[src/design/sbr_cfg.svh]
// Timing and register constants of the burst and restart controller
`ifndef SBR_CFG_SVH
`define SBR_CFG_SVH

// ---------------------------------------------------------------
// Clock
// ---------------------------------------------------------------
`define SBR_CLK_PERIOD_PS 8000
`define SBR_CYC_PER_US (1000000 / `SBR_CLK_PERIOD_PS)
`define SBR_CYC_PER_MS (1000000000 / `SBR_CLK_PERIOD_PS)

// ---------------------------------------------------------------
// Times in their own units
// ---------------------------------------------------------------
`define SBR_LEB_NS 220
`define SBR_BLANK_MS 20
`define SBR_SPIKE_US 30
`define SBR_EXT_IGNORE_MS 1
`define SBR_SOFT_START_MS 20

// ---------------------------------------------------------------
// Register map
// ---------------------------------------------------------------
`define SBR_ADDR_W 8
`define SBR_REG_CTRL 8'h00
`define SBR_REG_STATUS 8'h04
`define SBR_CTRL_DYN_BIT 0
`define SBR_CTRL_BURST_BIT 1
`define SBR_CTRL_RESET 2'h3

`endif

[src/design/sbr_pkg.sv]
// Types shared by the burst and restart controller
package sbr_pkg;

    typedef enum logic [4:0] {
        SBR_ST_OFF     = 5'h01,
        SBR_ST_SOFT    = 5'h02,
        SBR_ST_NORMAL  = 5'h04,
        SBR_ST_BURST   = 5'h08,
        SBR_ST_RESTART = 5'h10
    } sbr_state_t;

endpackage

[src/design/sbr_sync.sv]
// Two-stage synchroniser for a vector of comparator levels
`timescale 1ns/10ps
module sbr_sync #(
    parameter int W = 1
) (
    input wire logic clk_i,
    input wire logic rst_n_i,
    input wire logic [W-1:0] d_i,
    output logic [W-1:0] q_o
);
    logic [W-1:0] meta;

    if (W < 1)
    begin : g_chk
        $error("sbr_sync: W must be at least 1");
    end

    always_ff @(posedge clk_i or negedge rst_n_i)
    begin
        if (!rst_n_i)
        begin
            meta <= '0;
            q_o <= '0;
        end
        else
        begin
            meta <= d_i;
            q_o <= meta;
        end
    end
endmodule

[src/design/sbr_timer.sv]
// Blanking timer: counts while run is high, clears when it drops
`timescale 1ns/10ps
module sbr_timer #(
    parameter int W = 22
) (
    input wire logic clk_i,
    input wire logic rst_n_i,
    input wire logic run_i,
    input wire logic [W-1:0] limit_i,
    output logic done_o
);
    logic [W-1:0] cnt;
    logic [W-1:0] next_cnt;
    logic next_done;

    if (W < 2)
    begin : g_chk
        $error("sbr_timer: W must be at least 2");
    end

    // Done rises after limit_i consecutive cycles of run_i
    always_comb
    begin
        next_cnt = cnt;
        next_done = done_o;
        if (!run_i)
        begin
            next_cnt = '0;
            next_done = 1'b0;
        end
        else if (!done_o)
        begin
            if (cnt == W'(limit_i - 1'b1))
                next_done = 1'b1;
            else
                next_cnt = W'(cnt + 1'b1);
        end
    end

    always_ff @(posedge clk_i or negedge rst_n_i)
    begin
        if (!rst_n_i)
        begin
            cnt <= '0;
            done_o <= 1'b0;
        end
        else
        begin
            cnt <= next_cnt;
            done_o <= next_done;
        end
    end
endmodule

[src/design/sbr_top.sv]
// Burst mode, auto-restart and current-sense blanking controller
// How it works
// [RULE1] Blank current-sense results 220 ns after turn-on
// [RULE2] Steeper current slope ends pulse earlier
// [RULE3] 20 ms blanking before burst or restart
// [RULE4] Release clamp, then wait extension comparator
// [RULE5] Extra 30 us spike blanking before restart
// [RULE6] Burst fixed blanking; overload adds extension
// [RULE7] Burst counter zero, counts on low load
// [RULE8] Enter burst when 20 ms low load
// [RULE9] Burst sets flag, switches bias off
// [RULE10] Startup cell kept off in burst
// [RULE11] Feedback above 3.5 V re-enables bias
// [RULE12] Burst selects reduced 0.34 V limit
// [RULE13] Feedback down to 3.0 V stops bias
// [RULE14] Overload in burst restores full limit
// [RULE15] Fast faults enter restart immediately
// [RULE16] Overload and open loop after blanking
// [RULE17] Restart stops all gate switching
// [RULE18] Supply cycles startup cell, then soft-start
// [RULE19] Fault re-checked after startup phase
// [RULE20] Overload outside burst starts restart blanking
// [RULE21] Every restart attempt runs soft-start
// [RULE22] External request ignored first 1 ms
// [RULE23] Inputs synchronised, counters reset at power-on
`timescale 1ns/10ps
`include "sbr_cfg.svh"
module sbr_top #(
    parameter int P_BLANK_CYC = `SBR_BLANK_MS * `SBR_CYC_PER_MS,
    parameter int P_IGNORE_CYC = `SBR_EXT_IGNORE_MS * `SBR_CYC_PER_MS,
    parameter int P_SOFT_CYC = `SBR_SOFT_START_MS * `SBR_CYC_PER_MS
) (
    input wire logic clk_i,
    input wire logic rst_n_i,
    // Register port
    input wire logic [`SBR_ADDR_W-1:0] reg_addr_i,
    input wire logic [31:0] reg_wdata_i,
    input wire logic reg_wr_i,
    input wire logic reg_rd_i,
    output logic [31:0] reg_rdata_o,
    // Switch and current-sense comparators
    input wire logic switch_on_i,
    input wire logic cs_pwm_trip_i,
    input wire logic cs_limit_trip_i,
    input wire logic cs_limit_early_i,
    input wire logic cs_slope_steep_i,
    input wire logic burst_limit_comparator_i,
    // Feedback and extension comparators
    input wire logic overload_comparator_i,
    input wire logic low_load_comparator_i,
    input wire logic burst_on_comparator_i,
    input wire logic burst_off_comparator_i,
    input wire logic extension_comparator_i,
    input wire logic ext_request_i,
    // Supply and fault comparators
    input wire logic vcc_ovp_i,
    input wire logic over_temp_i,
    input wire logic vcc_uv_i,
    input wire logic vcc_on_i,
    input wire logic short_opto_i,
    // Outputs
    output logic gate_reset_o,
    output logic bias_en_o,
    output logic startup_cell_en_o,
    output logic burst_limit_gate_o,
    output logic extension_clamp_switch_o,
    output logic soft_start_o,
    output logic burst_flag_o,
    output logic restart_active_o
);
    import sbr_pkg::*;

    // ---------------------------------------------------------------
    // Timing counts
    // ---------------------------------------------------------------
    localparam int LEB_CYC =
        (`SBR_LEB_NS * 1000 + `SBR_CLK_PERIOD_PS - 1) / `SBR_CLK_PERIOD_PS;
    localparam int SPIKE_CYC = `SBR_SPIKE_US * `SBR_CYC_PER_US;
    localparam int TW = 23;

    if (P_BLANK_CYC < 2 || P_IGNORE_CYC < 2 || P_SOFT_CYC < 2 ||
        P_BLANK_CYC >= (1 << TW) || P_SOFT_CYC >= (1 << TW) ||
        P_IGNORE_CYC >= (1 << TW))
    begin : g_chk
        $error("sbr_top: timer counts out of range");
    end

    // ---------------------------------------------------------------
    // Input synchronisation
    // ---------------------------------------------------------------
    localparam int NIN = 17;
    logic [NIN-1:0] raw_in;
    logic [NIN-1:0] syn_in;
    logic sw_on;
    logic pwm_trip;
    logic lim_trip;
    logic lim_early;
    logic steep;
    logic burst_lim;
    logic fb_over;
    logic fb_low;
    logic fb_on;
    logic fb_off;
    logic ext_chg;
    logic ext_req;
    logic ovp;
    logic otp;
    logic uv;
    logic von;
    logic opto;

    assign raw_in = {switch_on_i, cs_pwm_trip_i, cs_limit_trip_i, cs_limit_early_i,
                     cs_slope_steep_i, burst_limit_comparator_i, overload_comparator_i,
                     low_load_comparator_i, burst_on_comparator_i, burst_off_comparator_i,
                     extension_comparator_i, ext_request_i, vcc_ovp_i, over_temp_i,
                     vcc_uv_i, vcc_on_i, short_opto_i};

    sbr_sync #(.W(NIN)) u_sync ( // [RULE23]
        .clk_i(clk_i),
        .rst_n_i(rst_n_i),
        .d_i(raw_in),
        .q_o(syn_in)
    );

    assign {sw_on, pwm_trip, lim_trip, lim_early, steep, burst_lim, fb_over, fb_low,
            fb_on, fb_off, ext_chg, ext_req, ovp, otp, uv, von, opto} = syn_in;

    // ---------------------------------------------------------------
    // Control register
    // ---------------------------------------------------------------
    logic [1:0] ctrl;
    logic [1:0] next_ctrl;
    logic [31:0] next_rdata;
    sbr_state_t state;
    sbr_state_t next_state;
    logic bias_on;
    logic next_bias_on;
    logic cell_req;
    logic next_cell_req;

    always_comb
    begin
        next_ctrl = ctrl;
        next_rdata = 32'h0000_0000;
        if (reg_wr_i && reg_addr_i == `SBR_REG_CTRL)
            next_ctrl = reg_wdata_i[1:0];
        if (reg_rd_i)
        begin
            case (reg_addr_i)
                `SBR_REG_CTRL: next_rdata = {30'h0, ctrl};
                `SBR_REG_STATUS: next_rdata = {22'h0, extension_clamp_switch_o,
                    burst_limit_gate_o, startup_cell_en_o, bias_en_o, gate_reset_o,
                    state};
                default: next_rdata = 32'h0000_0000;
            endcase
        end
    end

    always_ff @(posedge clk_i or negedge rst_n_i)
    begin
        if (!rst_n_i)
        begin
            ctrl <= `SBR_CTRL_RESET;
            reg_rdata_o <= 32'h0000_0000;
        end
        else
        begin
            ctrl <= next_ctrl;
            reg_rdata_o <= next_rdata;
        end
    end

    // ---------------------------------------------------------------
    // Blanking timers
    // ---------------------------------------------------------------
    logic in_run;
    logic leb_done;
    logic burst_blank_done;
    logic ovl_blank_done;
    logic restart_gate;
    logic spike_done;
    logic ignore_done;
    logic soft_done;

    // States in which the controller is awake and may switch
    assign in_run = (state == SBR_ST_SOFT) || (state == SBR_ST_NORMAL) ||
                    (state == SBR_ST_BURST);

    sbr_timer #(.W(TW)) u_leb ( // [RULE1]
        .clk_i(clk_i),
        .rst_n_i(rst_n_i),
        .run_i(sw_on),
        .limit_i(TW'(LEB_CYC)),
        .done_o(leb_done)
    );

    // Counter stays cleared in normal operation until feedback is low
    sbr_timer #(.W(TW)) u_burst_blank ( // [RULE7] [RULE3] [RULE6]
        .clk_i(clk_i),
        .rst_n_i(rst_n_i),
        .run_i(state == SBR_ST_NORMAL && fb_low && ctrl[`SBR_CTRL_BURST_BIT]),
        .limit_i(TW'(P_BLANK_CYC)),
        .done_o(burst_blank_done)
    );

    sbr_timer #(.W(TW)) u_ovl_blank ( // [RULE20] [RULE3]
        .clk_i(clk_i),
        .rst_n_i(rst_n_i),
        .run_i(state == SBR_ST_NORMAL && fb_over),
        .limit_i(TW'(P_BLANK_CYC)),
        .done_o(ovl_blank_done)
    );

    // Extension node must climb to its upper level once unclamped
    assign restart_gate = ovl_blank_done && ext_chg; // [RULE4] [RULE6]

    sbr_timer #(.W(TW)) u_spike ( // [RULE5]
        .clk_i(clk_i),
        .rst_n_i(rst_n_i),
        .run_i(restart_gate),
        .limit_i(TW'(SPIKE_CYC)),
        .done_o(spike_done)
    );

    // Counts from the start of each power-on, so a request is blanked
    sbr_timer #(.W(TW)) u_ignore ( // [RULE22]
        .clk_i(clk_i),
        .rst_n_i(rst_n_i),
        .run_i(in_run),
        .limit_i(TW'(P_IGNORE_CYC)),
        .done_o(ignore_done)
    );

    sbr_timer #(.W(TW)) u_soft ( // [RULE21]
        .clk_i(clk_i),
        .rst_n_i(rst_n_i),
        .run_i(state == SBR_ST_SOFT),
        .limit_i(TW'(P_SOFT_CYC)),
        .done_o(soft_done)
    );

    // ---------------------------------------------------------------
    // Mode control
    // ---------------------------------------------------------------
    logic fast_fault;
    logic slow_fault;

    assign fast_fault = ovp || otp || uv || opto || (ext_req && ignore_done); // [RULE15]
    assign slow_fault = fb_over; // [RULE16]

    always_comb
    begin
        next_state = state;
        next_bias_on = bias_on;
        next_cell_req = cell_req;
        case (state)
            SBR_ST_OFF:
            begin
                next_cell_req = 1'b1;
                if (von)
                begin
                    next_cell_req = 1'b0;
                    next_state = SBR_ST_SOFT;
                end
            end
            SBR_ST_SOFT:
            begin
                if (fast_fault)
                    next_state = SBR_ST_RESTART;
                else if (soft_done)
                    // A fault still present after start-up goes back to restart
                    next_state = slow_fault ? SBR_ST_RESTART : SBR_ST_NORMAL; // [RULE19]
            end
            SBR_ST_NORMAL:
            begin
                if (fast_fault || spike_done) // [RULE16] [RULE5]
                    next_state = SBR_ST_RESTART;
                else if (burst_blank_done && fb_low) // [RULE8]
                begin
                    next_state = SBR_ST_BURST;
                    next_bias_on = 1'b0; // [RULE9]
                end
            end
            SBR_ST_BURST:
            begin
                if (fast_fault)
                    next_state = SBR_ST_RESTART;
                else if (fb_over)
                begin
                    next_state = SBR_ST_NORMAL; // [RULE14]
                    next_bias_on = 1'b1;
                end
                else if (fb_on)
                    next_bias_on = 1'b1; // [RULE11]
                else if (fb_off)
                    next_bias_on = 1'b0; // [RULE13]
            end
            SBR_ST_RESTART:
            begin
                // Supply collapses, the cell recharges it, then soft-start again
                if (uv)
                    next_cell_req = 1'b1; // [RULE18]
                if (cell_req && von)
                begin
                    next_cell_req = 1'b0;
                    next_state = SBR_ST_SOFT; // [RULE18] [RULE21]
                end
            end
            default:
            begin
                next_state = SBR_ST_OFF;
                next_cell_req = 1'b1;
            end
        endcase
        if (next_state != SBR_ST_BURST)
            next_bias_on = 1'b1;
    end

    always_ff @(posedge clk_i or negedge rst_n_i)
    begin
        if (!rst_n_i)
        begin
            state <= SBR_ST_OFF; // [RULE23]
            bias_on <= 1'b1;
            cell_req <= 1'b1;
        end
        else
        begin
            state <= next_state;
            bias_on <= next_bias_on;
            cell_req <= next_cell_req;
        end
    end

    // ---------------------------------------------------------------
    // Pulse termination and outputs
    // ---------------------------------------------------------------
    logic blank;
    logic dyn_trip;
    logic cur_trip;
    logic sw_allowed;
    logic next_gate_reset;
    logic next_bias_en;
    logic next_cell_en;
    logic next_limit_gate;
    logic next_clamp;

    assign blank = !leb_done; // [RULE1]

    // Early threshold only counts when the slope is steep: the switch-off
    // delay then adds more overshoot, so the pulse must end sooner
    assign dyn_trip = lim_trip ||
        (ctrl[`SBR_CTRL_DYN_BIT] && steep && lim_early); // [RULE2]

    assign cur_trip = (next_state == SBR_ST_BURST) ? burst_lim : dyn_trip; // [RULE12]

    // Burst keeps switching only while its bias burst is on
    assign sw_allowed = in_run && !(state == SBR_ST_BURST && !bias_on);

    always_comb
    begin
        next_gate_reset = 1'b1; // [RULE17]
        if (next_state != SBR_ST_RESTART && next_state != SBR_ST_OFF && sw_allowed)
            next_gate_reset = !blank && (pwm_trip || cur_trip);
        next_bias_en = (next_state == SBR_ST_SOFT) || (next_state == SBR_ST_NORMAL) ||
                       (next_state == SBR_ST_BURST && next_bias_on); // [RULE9] [RULE11]
        next_cell_en = next_cell_req && next_state != SBR_ST_BURST; // [RULE10]
        next_limit_gate = next_state == SBR_ST_BURST; // [RULE12] [RULE14]
        next_clamp = !(next_state == SBR_ST_NORMAL && ovl_blank_done); // [RULE4]
    end

    always_ff @(posedge clk_i or negedge rst_n_i)
    begin
        if (!rst_n_i)
        begin
            gate_reset_o <= 1'b1;
            bias_en_o <= 1'b0;
            startup_cell_en_o <= 1'b1;
            burst_limit_gate_o <= 1'b0;
            extension_clamp_switch_o <= 1'b1;
            soft_start_o <= 1'b0;
            burst_flag_o <= 1'b0;
            restart_active_o <= 1'b0;
        end
        else
        begin
            gate_reset_o <= next_gate_reset;
            bias_en_o <= next_bias_en;
            startup_cell_en_o <= next_cell_en;
            burst_limit_gate_o <= next_limit_gate;
            extension_clamp_switch_o <= next_clamp;
            soft_start_o <= next_state == SBR_ST_SOFT;
            burst_flag_o <= next_state == SBR_ST_BURST; // [RULE9]
            restart_active_o <= next_state == SBR_ST_RESTART;
        end
    end
endmodule

[config.mk]
export PLATFORM = sky130hd
export DESIGN_NAME = sbr_top
export DESIGN_NICKNAME = d
export VERILOG_FILES = /design/src/design/sbr_pkg.sv /design/src/design/sbr_sync.sv /design/src/design/sbr_timer.sv /design/src/design/sbr_top.sv
export VERILOG_INCLUDE_DIRS = /design/src /design/src/design
export SDC_FILE = /design/constraint.sdc
export NUM_CORES = 1
export LEC_CHECK = 0
export BUFFER_PORTS_ARGS = -buffer_cell sky130_fd_sc_hd__buf_4
export CAP_MARGIN = 20
export CORE_MARGIN = 4
export CORE_UTILIZATION = 45
export CTS_CLUSTER_SIZE = 30
export DETAILED_ROUTE_END_ITERATION = 10
export PLACE_DENSITY = 0.65
export SETUP_SLACK_MARGIN = 0.3
export SLEW_MARGIN = 20
export SYNTH_ARGS = -nofsm -noshare
export SYNTH_HDL_FRONTEND = slang
export SYNTH_SLANG_ARGS = --single-unit
export TNS_END_PERCENT = 10
[constraint.sdc]
create_clock -name clk_i -period 4.11 [get_ports clk_i]
set_input_delay 0.6165 -clock clk_i [delete_from_list [all_inputs] [get_ports clk_i]]
set_output_delay 0.6165 -clock clk_i [all_outputs]
set_load 0.005 [all_outputs]
==> reports/results.txt <==
Crit Path Class = flip-flop to flip-flop
Post-CTS Setup Repair Bufs = 0
Worst setup EP type = flip-flop
Vias/cell = 5.55
Async SR Flop Fraction = 100%
Worst Path Arrival = 2830 ps
I/O Buffers = 48
Max VDD drop = 0.329 mV
Die height = 156 µm
Dpl cell area = 10500 µm²
Share of layout cells above drive strength 1 = 11.5%
# hold bufs at CTS = 0
Design area = 11400 µm²
Met2 Track Usage GR = 26.9%
Top_reg_cell synth = dfrtp_1
Cell chain of the critical path = ha_1, nand3_1, nor3_1, nand3_1, or3_1, a21oi_1
Nets@finish = 1126
Clock sinks = 204
Combinational Power Share = 6.4%
Int Pwr = 3.78 mW
Reg clk slew, reported paths = 60 ps
Cell Pwr Density = 428 nW/µm²
Core area = 21800 µm²
DIE AREA = 24500 µm²
Pin count of the biggest net entering global routing = 108
Unrepaired setup endpoints after global routing = no
GPL Wtd Cong = 0.825
FF-to-FF setup slack = 1720 ps
Clock power frac = 49.7%
Std-Cell Rows = 54
Boundary Pins = 101
Die W = 156 µm
Initial antenna violation count = 0
Avg Inst Size Synth = 9.80 µm²
Resized cells post-CTS = 0
Net Sw Frac = 22.4%
Leak pwr = 4.74 nW
CP max stage delay = 840 ps
CTS Buf Count = 24
Tot GR Track Use = 17.2%
Max Cap Viol = 0
Iter 0 DRT Violations = 362
CTS tree = done
Status = complete, no violations
Worst-Margin Slew = 980 ps
Residual DRC = 0
Post-synth EDFFs = 0
Drt pass-1 iters = 5
Via count = 7521
Final Critical Period = 2390 ps
Initial Util = 45.6%
Worst-path fanout max = 8
Final HPWL DP = 14000 µm
Wire length of the first global-routing pass = 35500 µm
Clock root buffer = clkbuf_16
Fillers = 1968
Final WL = 20700 µm
Register bit total from synthesis = 204
Register Area = 5110 µm²
Final antenna diode count = 0
Worst Path Required = 4550 ps
Max Freq = 0.419 GHz
Netlist cell types = 61
Worst flop-to-flop path endpoint = u_burst_blank.cnt[12]
YS warnings = 0
Met1 GRT Util = 25.2%
GRT overflow = 0
# setup viols final = 0
Final-report hold violation count = 0
Max Slew Vio Count = 0
Post-Syn Instances = 1012
Area growth syn-to-layout = 14.7%
Reg-to-reg startpoint = u_burst_blank.cnt[0]
CP max stage cell = nor3_1
Setup Total Neg Slack = 0 ps
Cell count of the worst reg-to-reg path = 6
CP startpoint kind = flip-flop
Sequential share of power = 44.0%
Grt met3 use = 2.96%
DRT antenna net count = 0
Switch Pwr = 1.09 mW
Rel. slew slack = 34.7%
Clk Latency, worst-skew pair = 520 ps
CP most frequent cell = nand3_1
Final Skew = 21.2 ps
Area of the multi-input gates = 4470 µm²
WL/cell = 15.3 µm
Post-Syn Area = 9920 µm²
Fin crit share = 58.1%
Htree depth = 1
Vias in the first global route = 7164
Type of the worst min-delay path = input port to asynchronous set/reset pin
Busiest layer in global routing = met2
Max Root-Sink Buffers = 3
Sequential area share after synthesis = 51.6%
-- how the worst max path moves through the flow --
stage	depth (start not counted)	to	startpoint
final	6	u_burst_blank.cnt[12]	u_burst_blank.cnt[0]
after CTS	5	gate_reset_o	u_sync.q_o[2]
after detailed placement	5	gate_reset_o	u_sync.q_o[2]
after floorplan	6	bias_en_o	state[4]
after global placement	5	gate_reset_o	u_sync.q_o[2]
after global routing	7	u_ovl_blank.cnt[1]	u_ovl_blank.cnt[0]
-- layer usage --
layer,wire length (µm),part of all wire (%)
met2,9450,46
met1,9850,47
met4,418,2.0
met5,0,0
met3,1010,4.9
-- final cells by class --
type | count | area share [%]
multi-input cells | 743 | 39.3
well taps | 280 | 3.08
clock inverters | 13 | 2.18
repair buffers | 55 | 3.68
inverters | 30 | 0.989
clock buffers | 30 | 5.84
flip-flops and latches | 204 | 44.9
-- critical path, delay by kind of cell (launching register included) --
family,cells,cell delay (ps)
AO/OA/AOI/OAI,1,140
flip-flops,1,400
adder cells (fa/ha/maj),1,210
AND/OR/NAND/NOR,4,1560
-- cells in the final DEF, fill, tap and decap left out, types with 10 or more instances in the layout --
cell type  instances
or4_1             14
nor4b_1           11
o21ai_0           22
nor3_1            21
nand4_1           46
or3_1             19
a21oi_1           38
nor2_1           134
a211oi_1          13
xor2_1            56
conb_1            22
and3_1            26
buf_4             54
nand3_1           64
inv_1             30
dfrtp_1          196
mux2i_1           11
nand2_1           74
nor4_1            18
and2_1            10
xnor2_1           28
clkbuf_16         25
o211ai_1          11
-- cells in the mapped netlist (10+ instances only) --
master,n,area (µm²)
inv_1,30,113
xor2_1,56,490
nor4_1,18,113
and3_1,26,163
nor2_1,134,503
nor3_1,21,105
and2_1,10,62.6
a211oi_1,13,97.6
mux2i_1,11,110
a21oi_1,38,190
or3_1,19,119
clkbuf_1,29,109
dfrtp_1,196,4900
buf_4,23,173
nor4b_1,11,96.3
o21ai_0,22,110
nand2_1,74,278
nand3_1,64,320
nand4_1,46,288
o211ai_1,11,82.6
or4_1,14,105
xnor2_1,28,245
-- per-stage QoR --
stage	cells	setup slack, ps	util (%)	total power [mW]	hold slack (ps)
floorplan	1033	2060	-	2.36	321
global placement	1312	1650	48.1	2.49	333
detailed placement	1312	1650	48.1	2.49	336
CTS	1355	1640	52.3	4.94	182
global route	1355	1410	52.3	5.08	191
finish	1355	1720	52.3	4.87	161
-- flip-flops by register name, summed over array words and instances (netlist names), 2 cells and up --
signal and cells:
u_leb.cnt 23, u_spike.cnt 23, u_sync.q_o 17, u_soft.cnt 23
u_burst_blank.cnt 23, u_ignore.cnt 23, state 5, u_ovl_blank.cnt 23
u_sync.meta 17, ctrl 2, reg_rdata_o 10
-- logic make-up (layout without fill, tap and decap cells) --
group / count (synthesis) / count (layout) / synth area share, %
simple gates: 477 / 477 / 25.1
compound gates: 140 / 140 / 9.52
flops: 204 / 204 / 51.6
buf+inv: 86 / 128 / 4.17
xor+xnor: 84 / 84 / 7.41
mux: 13 / 13 / 1.34
fa+ha+maj: 7 / 7 / 0.883
other cells: 1 / 22 / 0.0378
-- power by group through the flow --
stage | Clock, mW | Sequential [mW] | Combinational [mW]
2_1_floorplan | 0 | 2.15 | 0.208
3_3_place_gp | 0 | 2.17 | 0.314
3_5_place_dp | 0 | 2.18 | 0.316
4_1_cts | 2.48 | 2.14 | 0.318
5_1_grt | 2.57 | 2.15 | 0.358
6_report | 2.42 | 2.14 | 0.310
Note: power is estimated with default switching activity, not from simulation.
